`src/common/cct_pkg.sv`:
```
// Shared constants and types for the capture/compare timer
package cct_pkg;

  // ****************************************************
  // Register offsets
  // ****************************************************
  localparam logic [7:0] OFS_STAT   = 8'h40;
  localparam logic [7:0] OFS_CNT_HI = 8'h41;
  localparam logic [7:0] OFS_CNT_LO = 8'h42;
  localparam logic [7:0] OFS_LIM_HI = 8'h43;
  localparam logic [7:0] OFS_LIM_LO = 8'h44;
  // Index 0 is channel 0, index 1 is channel 1
  localparam logic [1:0][7:0] OFS_CH_CTRL = {8'h48, 8'h45};
  localparam logic [1:0][7:0] OFS_CH_HI   = {8'h49, 8'h46};
  localparam logic [1:0][7:0] OFS_CH_LO   = {8'h4a, 8'h47};

  // ****************************************************
  // Field positions
  // ****************************************************
  localparam int B_FLAG = 7;  // Event flag in status and channel regs
  localparam int B_IE   = 6;  // Interrupt enable
  localparam int B_STOP = 5;  // Counter stop (status)
  localparam int B_CLR  = 4;  // Counter and prescaler clear (status)
  localparam int B_LINK = 5;  // Channel link (channel 0 only)
  localparam int B_MSA  = 4;  // Compare mode select
  localparam int B_ELS  = 2;  // Edge/level select, two bits
  localparam int B_TOV  = 1;  // Toggle on wrap
  localparam int B_MAX  = 0;  // Full duty force

  // ****************************************************
  // Widths and reset values
  // ****************************************************
  localparam int         CNT_W     = 16;
  localparam int         DIV_W     = 6;
  localparam logic [2:0] PS_EXT    = 3'h7;
  localparam logic [15:0] LIMIT_RST = 16'hffff;
  localparam logic [2:0] PS_RST    = 3'h0;
  localparam logic       STOP_RST  = 1'h0;

  typedef enum logic [1:0] {
    CM_IDLE    = 2'b00,
    CM_CAPTURE = 2'b01,
    CM_COMPARE = 2'b10,
    CM_LINKED  = 2'b11
  } cct_mode_t;

  typedef struct packed {
    logic [7:0] addr;
    logic [7:0] wdata;
    logic       wr;
    logic       rd;
  } cct_bus_req_t;

endpackage : cct_pkg

```
`src/verilog/cct_sync.sv`:
```
// Three-stage pin synchroniser with agreement filter and edge pulses
`timescale 1ns/1ps
module cct_sync #(
  parameter int W = 3
) (
  input  wire logic         ref_clk_in, // Bus clock
  input  wire logic         rst_n_in,   // Sync reset, low
  input  wire logic         ce_in,      // Clock enable
  input  wire logic [W-1:0] async_in,   // Raw pin levels
  output logic      [W-1:0] rise_out,   // Rising edge pulse
  output logic      [W-1:0] fall_out    // Falling edge pulse
);
  logic [W-1:0] s1_reg, s2_reg, s3_reg, lvl_reg, lvl_next;

  always_ff @(posedge ref_clk_in) begin
    if (!rst_n_in) begin
      s1_reg  <= '0;
      s2_reg  <= '0;
      s3_reg  <= '0;
      lvl_reg <= '0;
    end else if (ce_in) begin
      s1_reg  <= async_in;
      s2_reg  <= s1_reg;
      s3_reg  <= s2_reg;
      lvl_reg <= lvl_next;
    end
  end

  // A change counts only once stages two and three agree
  for (genvar i = 0; i < W; i++) begin : g_bit
    assign lvl_next[i] = (s2_reg[i] == s3_reg[i]) ? s3_reg[i]
                                                  : lvl_reg[i];
    assign rise_out[i] = ce_in & lvl_next[i] & ~lvl_reg[i];
    assign fall_out[i] = ce_in & ~lvl_next[i] & lvl_reg[i];
  end

endmodule : cct_sync

```
`src/verilog/cct_prescaler.sv`:
```
// Counter clock prescaler: seven bus clock rates or the external pin
`timescale 1ns/1ps
module cct_prescaler (
  input  wire logic       ref_clk_in,  // Bus clock
  input  wire logic       rst_n_in,    // Sync reset, low
  input  wire logic       ce_in,       // Clock enable
  input  wire logic       clear_in,    // Restart the divider
  input  wire logic       run_in,      // Counter not stopped
  input  wire logic [2:0] ps_in,       // Rate select
  input  wire logic       ext_rise_in, // Synchronised pin edge
  output logic            tick_out     // One count step
);
  import cct_pkg::*;

  logic [DIV_W-1:0] div_reg;
  logic [DIV_W-1:0] mask;

  always_ff @(posedge ref_clk_in) begin
    if (!rst_n_in) begin
      div_reg <= '0;
    end else if (ce_in) begin
      if (clear_in) begin
        div_reg <= '0;
      end else if (run_in) begin
        div_reg <= DIV_W'(div_reg + 1'b1);
      end
    end
  end

  // Divide by 2**ps; ps of zero gives a step every bus cycle
  assign mask = DIV_W'((7'h01 << ps_in) - 7'h01);

  always_comb begin
    if (!ce_in || !run_in || clear_in) begin
      tick_out = 1'b0;
    end else if (ps_in == PS_EXT) begin
      tick_out = ext_rise_in;
    end else begin
      tick_out = ((div_reg & mask) == mask);
    end
  end

  a_direct_rate: assert property (@(posedge ref_clk_in)
    disable iff (!rst_n_in)
    ce_in && run_in && !clear_in && ps_in == 3'h0 |-> tick_out)
    else $error("Rate zero did not step every cycle");

endmodule : cct_prescaler

```
`src/verilog/cct_timer.sv`:
```
// Two-channel capture/compare timer with byte register port
`timescale 1ns/1ps
// Behaviour
// 16-bit up-counter, free or modulo
// Counter reads never disturb counting
// Two channels, each capture or compare
// Seven bus rates or external pin clock
// Selected pin edge captures counter value
// Every capture overwrites, flag set or not
// Captured value stored shortly after edge
// Set channel flag requests interrupt if enabled
// Reset leaves channel values unchanged
// Compare match sets, clears or toggles pin
// Compare match sets flag, may interrupt
// Compare only against currently held value
// Software times unbuffered value updates
// Link bit joins channels, output on pin0
// Last written pair takes over at wrap
// Linked: channel 1 unused, pin released
// Software writes only the inactive pair
// Toggle on wrap makes PWM period
// Software picks compare action for polarity
// Limit 255, rate zero: 256 cycles
// Wrap flag set at limit, interrupt enable
// Link bit overrides compare mode bit
// No wrap toggle gives zero duty
// Full duty force with toggle: 100%
// Counter returns to zero after limit
// Pins synchronised before edge detection
module cct_timer (
  input  wire logic          ref_clk_in,        // Bus clock, 100 MHz
  input  wire logic          rst_n_in,          // Sync reset, low
  input  wire logic          ce_in,             // Freezes all state
  input  cct_pkg::cct_bus_req_t bus_in,         // Register request
  output logic [7:0]         rdata_out,         // Read data, next cycle
  input  wire logic          ext_clk_pin_in,    // External count clock
  input  wire logic [1:0]    chan_pin_in,       // Channel pin levels
  output logic [1:0]         chan_pin_out,      // Channel pin drive
  output logic [1:0]         chan_pin_oe_n_out, // Low while driving
  output logic               wrap_irq_out,      // Wrap request
  output logic [1:0]         chan_irq_out       // Channel requests
);
  import cct_pkg::*;

  logic [CNT_W-1:0] cnt_reg;
  logic [CNT_W-1:0] cnt_next;
  logic [CNT_W-1:0] limit_reg;
  logic             wrap_flag_reg;
  logic             wrap_ie_reg;
  logic             stop_reg;
  logic [2:0]       ps_reg;
  logic             link_reg;
  logic             act1_reg;
  logic             pend1_reg;
  logic             wrap_irq_reg;
  logic [7:0]       rdata_reg;
  logic [7:0]       rdata_next;
  logic             tick;
  logic             reach;
  logic             clr;
  logic             st_wr;
  logic [2:0]       pin_rise;
  logic [2:0]       pin_fall;

  logic             flag_reg  [2];
  logic             ie_reg    [2];
  logic             msa_reg   [2];
  logic [1:0]       els_reg   [2];
  logic             tov_reg   [2];
  logic             max_reg   [2];
  logic [CNT_W-1:0] val_reg   [2];
  logic [CNT_W-1:0] cmp_val   [2];
  logic             pin_reg   [2];
  logic             pin_next  [2];
  logic             oe_n_reg  [2];
  logic             irq_reg   [2];
  cct_mode_t        mode      [2];
  logic             capt      [2];
  logic             match     [2];
  logic             ctrl_wr   [2];
  logic             hi_wr     [2];
  logic             lo_wr     [2];

  // ****************************************************
  // Pin synchronisers and prescaler
  // ****************************************************
  cct_sync #(.W (3)) u_sync (
    .ref_clk_in (ref_clk_in),
    .rst_n_in   (rst_n_in),
    .ce_in      (ce_in),
    .async_in   ({ext_clk_pin_in, chan_pin_in}),
    .rise_out   (pin_rise),
    .fall_out   (pin_fall)
  );

  cct_prescaler u_presc (
    .ref_clk_in  (ref_clk_in),
    .rst_n_in    (rst_n_in),
    .ce_in       (ce_in),
    .clear_in    (clr),
    .run_in      (~stop_reg),
    .ps_in       (ps_reg),
    .ext_rise_in (pin_rise[2]),
    .tick_out    (tick)
  );

  // ****************************************************
  // Counter and status register
  // ****************************************************
  assign st_wr = bus_in.wr && bus_in.addr == OFS_STAT;
  assign clr   = st_wr && bus_in.wdata[B_CLR];

  // A limit below the count lets it run on through all ones
  assign cnt_next = (cnt_reg == limit_reg) ? '0
                                           : CNT_W'(cnt_reg + 1'b1);
  assign reach = tick && cnt_next == limit_reg;

  always_ff @(posedge ref_clk_in) begin
    if (!rst_n_in) begin
      cnt_reg <= '0;
    end else if (ce_in) begin
      if (clr) begin
        cnt_reg <= '0;
      end else if (tick) begin
        cnt_reg <= cnt_next;
      end
    end
  end

  always_ff @(posedge ref_clk_in) begin
    if (!rst_n_in) begin
      limit_reg <= LIMIT_RST;
    end else if (ce_in && bus_in.wr) begin
      if (bus_in.addr == OFS_LIM_HI) begin
        limit_reg[15:8] <= bus_in.wdata;
      end
      if (bus_in.addr == OFS_LIM_LO) begin
        limit_reg[7:0] <= bus_in.wdata;
      end
    end
  end

  always_ff @(posedge ref_clk_in) begin
    if (!rst_n_in) begin
      wrap_flag_reg <= 1'b0;
      wrap_ie_reg   <= 1'b0;
      stop_reg      <= STOP_RST;
      ps_reg        <= PS_RST;
      wrap_irq_reg  <= 1'b0;
    end else if (ce_in) begin
      if (st_wr) begin
        wrap_ie_reg <= bus_in.wdata[B_IE];
        stop_reg    <= bus_in.wdata[B_STOP];
        ps_reg      <= bus_in.wdata[2:0];
      end
      // A wrap in the clearing cycle is kept
      if (reach) begin
        wrap_flag_reg <= 1'b1;
      end else if (st_wr && !bus_in.wdata[B_FLAG]) begin
        wrap_flag_reg <= 1'b0;
      end
      wrap_irq_reg <= wrap_flag_reg & wrap_ie_reg;
    end
  end

  // ****************************************************
  // Linked pair selection
  // ****************************************************
  always_ff @(posedge ref_clk_in) begin
    if (!rst_n_in) begin
      link_reg  <= 1'b0;
      act1_reg  <= 1'b0;
      pend1_reg <= 1'b0;
    end else if (ce_in) begin
      if (ctrl_wr[0]) begin
        link_reg <= bus_in.wdata[B_LINK];
      end
      if (!link_reg) begin
        act1_reg  <= 1'b0;
        pend1_reg <= 1'b0;
      end else begin
        if (hi_wr[1] || lo_wr[1]) begin
          pend1_reg <= 1'b1;
        end else if (hi_wr[0] || lo_wr[0]) begin
          pend1_reg <= 1'b0;
        end
        if (reach) begin
          act1_reg <= pend1_reg;
        end
      end
    end
  end

  // ****************************************************
  // Channels
  // ****************************************************
  for (genvar i = 0; i < 2; i++) begin : g_ch
    assign ctrl_wr[i] = bus_in.wr && bus_in.addr == OFS_CH_CTRL[i];
    assign hi_wr[i]   = bus_in.wr && bus_in.addr == OFS_CH_HI[i];
    assign lo_wr[i]   = bus_in.wr && bus_in.addr == OFS_CH_LO[i];

    always_comb begin
      if (link_reg) begin
        mode[i] = (i == 0) ? CM_LINKED : CM_IDLE;
      end else if (msa_reg[i]) begin
        mode[i] = CM_COMPARE;
      end else if (els_reg[i] != 2'b00) begin
        mode[i] = CM_CAPTURE;
      end else begin
        mode[i] = CM_IDLE;
      end
    end

    // Only the held value is compared, so a value already passed
    // waits for the next period
    assign cmp_val[i] = (i == 0 && link_reg && act1_reg) ? val_reg[1]
                                                          : val_reg[i];
    assign match[i] = tick && cnt_next == cmp_val[i]
                      && (mode[i] == CM_COMPARE || mode[i] == CM_LINKED);
    assign capt[i]  = mode[i] == CM_CAPTURE
                      && ((els_reg[i][0] && pin_rise[i])
                      ||  (els_reg[i][1] && pin_fall[i]));

    always_ff @(posedge ref_clk_in) begin
      if (!rst_n_in) begin
        flag_reg[i] <= 1'b0;
        ie_reg[i]   <= 1'b0;
        msa_reg[i]  <= 1'b0;
        els_reg[i]  <= 2'b00;
        tov_reg[i]  <= 1'b0;
        max_reg[i]  <= 1'b0;
        irq_reg[i]  <= 1'b0;
      end else if (ce_in) begin
        if (ctrl_wr[i]) begin
          ie_reg[i]  <= bus_in.wdata[B_IE];
          msa_reg[i] <= bus_in.wdata[B_MSA];
          els_reg[i] <= bus_in.wdata[B_ELS+1:B_ELS];
          tov_reg[i] <= bus_in.wdata[B_TOV];
          max_reg[i] <= bus_in.wdata[B_MAX];
        end
        if (capt[i] || match[i]) begin
          flag_reg[i] <= 1'b1;
        end else if (ctrl_wr[i] && !bus_in.wdata[B_FLAG]) begin
          flag_reg[i] <= 1'b0;
        end
        irq_reg[i] <= flag_reg[i] & ie_reg[i];
      end
    end

    // No reset here: captured and compare values survive reset
    always_ff @(posedge ref_clk_in) begin
      if (ce_in) begin
        if (capt[i]) begin
          val_reg[i] <= cnt_reg;
        end else begin
          if (hi_wr[i]) begin
            val_reg[i][15:8] <= bus_in.wdata;
          end
          if (lo_wr[i]) begin
            val_reg[i][7:0] <= bus_in.wdata;
          end
        end
      end
    end

    // Wrap toggle first, then the compare action on top of it
    always_comb begin
      pin_next[i] = pin_reg[i];
      if (mode[i] == CM_COMPARE || mode[i] == CM_LINKED) begin
        if (reach && tov_reg[i]) begin
          pin_next[i] = max_reg[i] | ~pin_reg[i];
        end
        if (match[i] && !(max_reg[i] && tov_reg[i])) begin
          case (els_reg[i])
            2'b01:   pin_next[i] = ~pin_next[i];
            2'b10:   pin_next[i] = 1'b0;
            2'b11:   pin_next[i] = 1'b1;
            default: pin_next[i] = pin_next[i];
          endcase
        end
      end
    end

    always_ff @(posedge ref_clk_in) begin
      if (!rst_n_in) begin
        pin_reg[i]  <= 1'b0;
        oe_n_reg[i] <= 1'b1;
      end else if (ce_in) begin
        pin_reg[i]  <= pin_next[i];
        oe_n_reg[i] <= !((mode[i] == CM_COMPARE
                       || mode[i] == CM_LINKED)
                       && els_reg[i] != 2'b00);
      end
    end

    assign chan_pin_out[i]      = pin_reg[i];
    assign chan_pin_oe_n_out[i] = oe_n_reg[i];
    assign chan_irq_out[i]      = irq_reg[i];
  end

  // ****************************************************
  // Register read port
  // ****************************************************
  always_comb begin
    rdata_next = 8'h00;
    case (bus_in.addr)
      OFS_STAT:
        rdata_next = {wrap_flag_reg, wrap_ie_reg, stop_reg, 2'b00,
                      ps_reg};
      OFS_CNT_HI: rdata_next = cnt_reg[15:8];
      OFS_CNT_LO: rdata_next = cnt_reg[7:0];
      OFS_LIM_HI: rdata_next = limit_reg[15:8];
      OFS_LIM_LO: rdata_next = limit_reg[7:0];
      OFS_CH_CTRL[0]:
        rdata_next = {flag_reg[0], ie_reg[0], link_reg, msa_reg[0],
                      els_reg[0], tov_reg[0], max_reg[0]};
      OFS_CH_CTRL[1]:
        rdata_next = {flag_reg[1], ie_reg[1], 1'b0, msa_reg[1],
                      els_reg[1], tov_reg[1], max_reg[1]};
      OFS_CH_HI[0]: rdata_next = val_reg[0][15:8];
      OFS_CH_LO[0]: rdata_next = val_reg[0][7:0];
      OFS_CH_HI[1]: rdata_next = val_reg[1][15:8];
      OFS_CH_LO[1]: rdata_next = val_reg[1][7:0];
      default:    rdata_next = 8'h00;
    endcase
  end

  always_ff @(posedge ref_clk_in) begin
    if (!rst_n_in) begin
      rdata_reg <= 8'h00;
    end else if (ce_in) begin
      rdata_reg <= bus_in.rd ? rdata_next : 8'h00;
    end
  end

  assign rdata_out    = rdata_reg;
  assign wrap_irq_out = wrap_irq_reg;

  // ****************************************************
  // Checks
  // ****************************************************
  a_wrap_to_zero: assert property (@(posedge ref_clk_in)
    disable iff (!rst_n_in)
    ce_in && tick && !clr && cnt_reg == limit_reg |=> cnt_reg == '0)
    else $error("Counter did not return to zero after limit");
  a_read_no_effect: assert property (@(posedge ref_clk_in)
    disable iff (!rst_n_in)
    ce_in && bus_in.rd && !tick && !clr |=> $stable(cnt_reg))
    else $error("Counter read moved the count");
  a_capture_value: assert property (@(posedge ref_clk_in)
    disable iff (!rst_n_in)
    ce_in && capt[1] |=> val_reg[1] == $past(cnt_reg)
                         && flag_reg[1])
    else $error("Capture did not store the count");
  a_flag_irq: assert property (@(posedge ref_clk_in)
    disable iff (!rst_n_in)
    ce_in && ie_reg[1] && (capt[1] || match[1])
    ##1 ce_in [*2] |-> chan_irq_out[1])
    else $error("Channel flag gave no request");
  a_wrap_flag: assert property (@(posedge ref_clk_in)
    disable iff (!rst_n_in)
    ce_in && reach |=> wrap_flag_reg)
    else $error("Wrap flag not set at limit");
  a_wrap_toggle: assert property (@(posedge ref_clk_in)
    disable iff (!rst_n_in)
    ce_in && reach && tov_reg[0] && !max_reg[0] && !match[0]
    && mode[0] == CM_COMPARE |=> pin_reg[0] != $past(pin_reg[0]))
    else $error("Pin did not toggle at wrap");
  a_full_duty: assert property (@(posedge ref_clk_in)
    disable iff (!rst_n_in)
    ce_in && reach && tov_reg[0] && max_reg[0]
    && mode[0] != CM_IDLE && mode[0] != CM_CAPTURE |=> pin_reg[0])
    else $error("Full duty did not hold pin high");
  a_link_release: assert property (@(posedge ref_clk_in)
    disable iff (!rst_n_in)
    ce_in && link_reg |=> chan_pin_oe_n_out[1] && mode[1] == CM_IDLE)
    else $error("Channel 1 pin not released while linked");
  a_pair_swap: assert property (@(posedge ref_clk_in)
    disable iff (!rst_n_in)
    ce_in && link_reg && reach |=> act1_reg == $past(pend1_reg))
    else $error("Linked pair did not swap at wrap");
  a_compare_set: assert property (@(posedge ref_clk_in)
    disable iff (!rst_n_in)
    ce_in && match[0] && els_reg[0] == 2'b11 && !tov_reg[0]
    |=> pin_reg[0])
    else $error("Compare set action missing");

endmodule : cct_timer

```
`config.mk`:
```
export PLATFORM = sky130hd
export DESIGN_NAME = cct_timer
export DESIGN_NICKNAME = d
export VERILOG_FILES = /design/src/common/cct_pkg.sv /design/src/verilog/cct_sync.sv /design/src/verilog/cct_prescaler.sv /design/src/verilog/cct_timer.sv
export SDC_FILE = /design/constraint.sdc
export NUM_CORES = 1
export LEC_CHECK = 0
export ABC_AREA = 1
export BUFFER_PORTS_ARGS = -buffer_cell sky130_fd_sc_hd__clkbuf_2
export CAP_MARGIN = 0
export CORE_AREA = 5 5 188 172
export DETAILED_ROUTE_END_ITERATION = 7
export DIE_AREA = 0 0 193 177
export PLACE_DENSITY = 0.46
export SKIP_LAST_GASP = 1
export SYNTH_ARGS = -nofsm -noshare
export SYNTH_HDL_FRONTEND = slang
export SYNTH_SLANG_ARGS = --single-unit
```
`constraint.sdc`:
```
create_clock -name ref_clk_in -period 3.75 [get_ports ref_clk_in]
set_input_delay 1.125 -clock ref_clk_in [delete_from_list [all_inputs] [get_ports ref_clk_in]]
set_output_delay 1.125 -clock ref_clk_in [all_outputs]
set_load 0.01 [all_outputs]
```
; Yosys cells after proc, flatten, opt, wreduce, memory -nomap -nowiden
; Memory sizes are Yosys's and may differ from the RTL's.
; Cells that the tools add are included.
[totals]
word_cells = 288
reg_bits = 68
ram_bits = 52
memories = 10
output_inout_bits = 15
[mem_list]
columns = memory, depth, width, read_ports, rd_clocked_by_memory_dff, write_ports, line_no
row1 = val_reg, 2, 16, 2, 0, 2, cct_timer.sv:71  ; logic [CNT_W-1:0] val_reg [2];
row2 = els_reg, 2, 2, 2, 0, 2, cct_timer.sv:68  ; logic [1:0] els_reg [2];
row3 = flag_reg, 2, 1, 2, 0, 2, cct_timer.sv:65  ; logic flag_reg [2];
row4 = ie_reg, 2, 1, 2, 0, 2, cct_timer.sv:66  ; logic ie_reg [2];
row5 = irq_reg, 2, 1, 2, 0, 2, cct_timer.sv:76  ; logic irq_reg [2];
row6 = max_reg, 2, 1, 2, 0, 2, cct_timer.sv:70  ; logic max_reg [2];
row7 = +4 memories, --, --, --, --, --, --
[classes]
n_reduce_logical = 61
n_addsub = 3
n_eq_ne = 35
n_bitwise = 49
n_shift = 1
n_mux = 112
[ops]
columns = cell, n
row1 = two-way mux 1 bit, 92
row2 = "equality test 8 x 7 -> 1 bit, second input constant", 11
row3 = one-hot mux 8 bit (11 select lines), 1
row4 = equality test 16 bit, 4
row5 = two-way mux 16 bit, 4
row6 = two-way mux 8 bit, 5
row7 = logical AND 1 bit, 32
row8 = OR 1 bit, 26
row9 = AND reduction 2 bit, 9
row10 = "adder 16 x 1 -> 16 bit, second input constant", 1
row11 = "equality test 2 bit, second input constant", 8
row12 = AND 1 bit, 13
row13 = two-way mux 2 bit, 6
row14 = two-way mux 6 bit, 2
row15 = logical OR 1 bit, 10
row16 = inverter 1 bit, 9
row17 = "equality test 2 x 1 -> 1 bit, second input constant", 4
row18 = nonzero test 2 bit, 4
row19 = "adder 6 x 1 -> 6 bit, second input constant", 1
row20 = AND 6 bit, 1
row21 = equality test 6 bit, 1
row22 = logical NOT 1 bit, 6
row23 = one-hot mux 1 bit (3 select lines), 2
row24 = "<< shifter 1 x 3 -> 6 bit, first input constant", 1
row25 = other kinds (5), 8

; Logic depth before layout (Yosys ltp)
[depth]
depth_word = 15
depth_mapped = 23

; By module
; Synthesis repeated with hierarchy kept, for this count alone.
[hier_totals]
hier_cells = 1138
hier_area_um2 = 7591.0
[by_module_without_submodules]
columns = mod, seq_area_each_um2, area_each_um2, n_inst, cells_each
row1 = cct_timer, 2502.4, 6658.9, 1, 1000
row2 = cct_sync, 240.2, 538.0, 1, 73
row3 = cct_prescaler, 120.1, 394.1, 1, 65

; Least setup slack after synthesis
; Ideal clock, no wire load.
[synth_timing]
kind = input-to-reg
startpoint = in bus_in[15] (netlist bit)
endpoint = mem pin_reg[1], data pin
path_slack_ns = 0.768
t_arrival_ns = 2.727
n_path_buf = 0
path_stages = 18
setup_time_ns = 0.254
cell_sequence = inv_1 nand2_1 nor3_2 nand2_1 nor2_1 nand3_1 nand2_1 nor2_1 nand2_1 clkinv_1 nand3_1 nor2_1 nand3_1 nor2_2 nand3_1 nand3_1 nand3_1 nand2_1
[synth_rtl]
columns = element, line_no
row1 = from (decl), cct_timer.sv:34  ; input cct_pkg::cct_bus_req_t bus_in,
row2 = to (decl), cct_timer.sv:73  ; logic pin_reg [2];

==> impl_results.md <==
* Status: completed
* Global-route wire length before repair at 46.8 mm
* Layout cell share with drive strength beyond 1 at 0.115
* Crit path top cell by count: nand2_1
* RSZ-0062 raised after global routing: false
* Hold_ws at 0.463 ns
* Dpl cell area at 0.00830 mm2
* Clk_lat worst skew at 0.43 ns
* Sw Pwr at 979 uW
* Tcrit/Tclk final at 0.922
* Launch point of the worst path: cnt_reg[0]
* Overall power at 3.49 mW
* Worst-path fanout max at 7
* Initial antenna violation count at 0
* Post-synth ARST share at 0
* Power per cell area at 392 mW/mm2
* TritonRoute pass-1 iters at 8
* Final instance area at 0.00890 mm2
* GR Overflow Total at 0
* Post-Syn Instances at 1100
* Clock skew at 0.0140 ns
* Seq/Total Area, Yosys at 0.385
* Max frequency at 289 MHz
* Worst-margin pin slew at 0.720 ns
* Flops & latches, synth at 120
* WL/cell at 20.0 um
* Comb power frac at 0.101
* H-Tree Depth at 4
* Post-CTS resize count at 0
* Starting Density at 0.245
* Pint at 2.51 mW
* Max FFs per register at 32
* Post-Route WL at 31.7 mm
* Vias per Instance at 5.02
* Leakage at 3.91 nW
* Site row count at 61
* Final min period at 3.46 ns
* Met3 GRT Util at 0.0333
* HPWL Detailed at 25.1 mm
* ANT cells at 0
* Nets@finish at 1192
* Nature of the critical path endpoint: register
* Cts bufs inserted at 17
* Met2 usage at 0.275
* Post-Syn Nets at 1127
* Syn. warnings at 0
* Synth unique cells at 37
* Top-area cell type share of the netlist area at 0.199
* Largest net degree at the start of global routing at 25
* Initial DRC count at 898
* Switching fraction of total power at 0.281
* WP data arrival at 3.64 ns
* Crit-path cells: ha_1 > nand2_1 > nor3_1 > buf_4 > xor2_1 > nand3_1 > nand2_1 > nand2_1 > inv_1 > nand2_1 > nor2_1 > nand3_1 > nand2_1 > nand2_1 > nand2_1 > nand2_1 > nand3_1 > nand2_1
* Worst Path Required at 3.93 ns
* CTS tree: yes
* Main flop type after synthesis: dfxtp_1
* Hold wc startpoint: u_presc.div_reg[5]
* Die Ht at 177 um
* Synth area leader: dfxtp_1
* CTS Buffer Depth at 2
* Avg Inst Size Synth at 6.76 um2
* Die width at 193 um
* Post-Syn Area at 0.00743 mm2
* Num ports at 39
* Area grow syn2layout at 19.7%
* GPL Wtd Cong at 1.04
* Met1 usage at 0.274
* Crit path kind: reg2reg
* Die area at 0.0342 mm2
* Post-synth EDFFs at 46
* Reg2Reg Launch Point: cnt_reg[0]
* Top Usage Layer GRT: met2
* Core Area at 0.0303 mm2
* Slew Viols, Final at 0
* Routed Antenna Nets at 0
* CTS Hold Bufs at 0
* Synth area leaders: dfxtp_1, edfxtp_1, nand2_1
* # setup viols final at 0
* Root Buffer: clkbuf_16
* Final Instance Count excl. Fillers at 1587
* Rel. slew slack at 0.519
* Clock Sinks at 120
* Slowest stage delay, CP at 0.50 ns
* Sequential share of power at 0.407
* Worst-path clk slew at 0.07 ns
* Post-CTS Setup Bufs at 0
* Tightest Hold Check Type: reg2reg
* Via count at 7965
* Clock Power Share at 0.493
* Cells after DPL at 1555
* DRC at 0
* Worst VDD drop at 0.216 mV
* Critical Path Start Type: register
* Setup tns final at 0 ns
* All-Layer GR Usage at 0.186
* Max_cap viols at 0
* Vias in the first global route at 7235
* CP max-delay cell: xor2_1
* Final Hold Viols at 0
* PortBufs at 38
## Yosys cell counts, types with 4 or more instances
cell / count
clkbuf_1: 20
nor2_1: 107
nor2_2: 4
a21oi_1: 39
inv_1: 133
inv_2: 8
nand3_1: 72
nand2_1: 314
edfxtp_1: 46
o22ai_1: 21
xor2_1: 21
o21ai_0: 112
nor3_1: 16
o2111ai_1: 4
clkinv_1: 6
buf_4: 7
a22o_1: 10
buf_2: 8
dfxtp_1: 74
o211ai_1: 11
a221oi_1: 21
nand4_1: 17
nand2_2: 4
## placed cells by master (no fill, tap or decap), types with 5 or more instances in the layout
| cell | instances |
|---|---|
| nand2_1 | 314 |
| inv_1 | 133 |
| o21ai_0 | 112 |
| nor2_1 | 107 |
| dfxtp_1 | 74 |
| nand3_1 | 72 |
| edfxtp_1 | 46 |
| buf_4 | 45 |
| a21oi_1 | 39 |
| clkbuf_2 | 38 |
| xor2_1 | 21 |
| o22ai_1 | 21 |
| a221oi_1 | 21 |
| clkbuf_16 | 18 |
| nand4_1 | 17 |
| nor3_1 | 16 |
| o211ai_1 | 11 |
| a22o_1 | 10 |
| inv_2 | 8 |
| clkinv_1 | 6 |
| clkinv_4 | 5 |
## worst max-delay path: cells and delay by family (launching register included)
kind	cells	cell delay [ns]
and+or+nand+nor	14	1.73
DFF	1	0.48
xor gates and xnor gates	1	0.50
buffers and inverters	2	0.25
adders and majority gates	1	0.24
## power groups by stage
stage | Clock [mW] | Combinational [mW] | Sequential [mW]
2_1_floorplan | 0 | 0.206 | 1.42
3_3_place_gp | 0 | 0.345 | 1.45
3_5_place_dp | 0 | 0.343 | 1.45
4_1_cts | 1.73 | 0.345 | 1.42
5_1_grt | 1.79 | 0.387 | 1.42
6_report | 1.72 | 0.351 | 1.42
## worst paths after layout
check | depth (start not counted) | slack (ns) | to
setup / recovery | 18 | 0.29 | pin_reg[1]
setup reg to reg | 18 | 0.29 | pin_reg[1]
hold / removal | 2 | 0.46 | u_presc.div_reg[5]
hold reg to reg | 2 | 0.46 | u_presc.div_reg[5]
## logic make-up (layout without fill, tap and decap cells)
logic type | count (synthesis) | after routing | synth area share
compound gates | 222 | 222 | 0.177
xor+xnor | 23 | 23 | 0.0271
fa+ha+maj | 3 | 3 | 0.00505
buf+inv | 185 | 263 | 0.100
flops | 120 | 120 | 0.385
mux | 1 | 1 | 0.00135
simple gates | 546 | 546 | 0.304
## cell type report
class / count / area, um2
fill: 3370 / 21400
multi-input combinational: 795 / 3820
sequential: 120 / 2860
inverter: 147 / 552
timing repair buffer: 84 / 548
tap: 409 / 512
clock buffer: 19 / 454
clock inverter: 13 / 144
## stage by stage
| stage | utilization | worst slack, ns |
|---|---|---|
| floorplan | - | 0.768 |
| global placement | 0.274 | 0.114 |
| detailed placement | 0.274 | 0.120 |
| global route | 0.294 | 0.0925 |
| finish | 0.294 | 0.293 |
| CTS | 0.294 | 0.472 |
## routing by layer
layer  vias to the layer above  part of all wire
met3                        55             0.076
met5                         -                 0
met1                      3777              0.46
met4                         0             0.031
met2                       339              0.43
li1                       3794                 -
(Power assumes the default switching activity.)
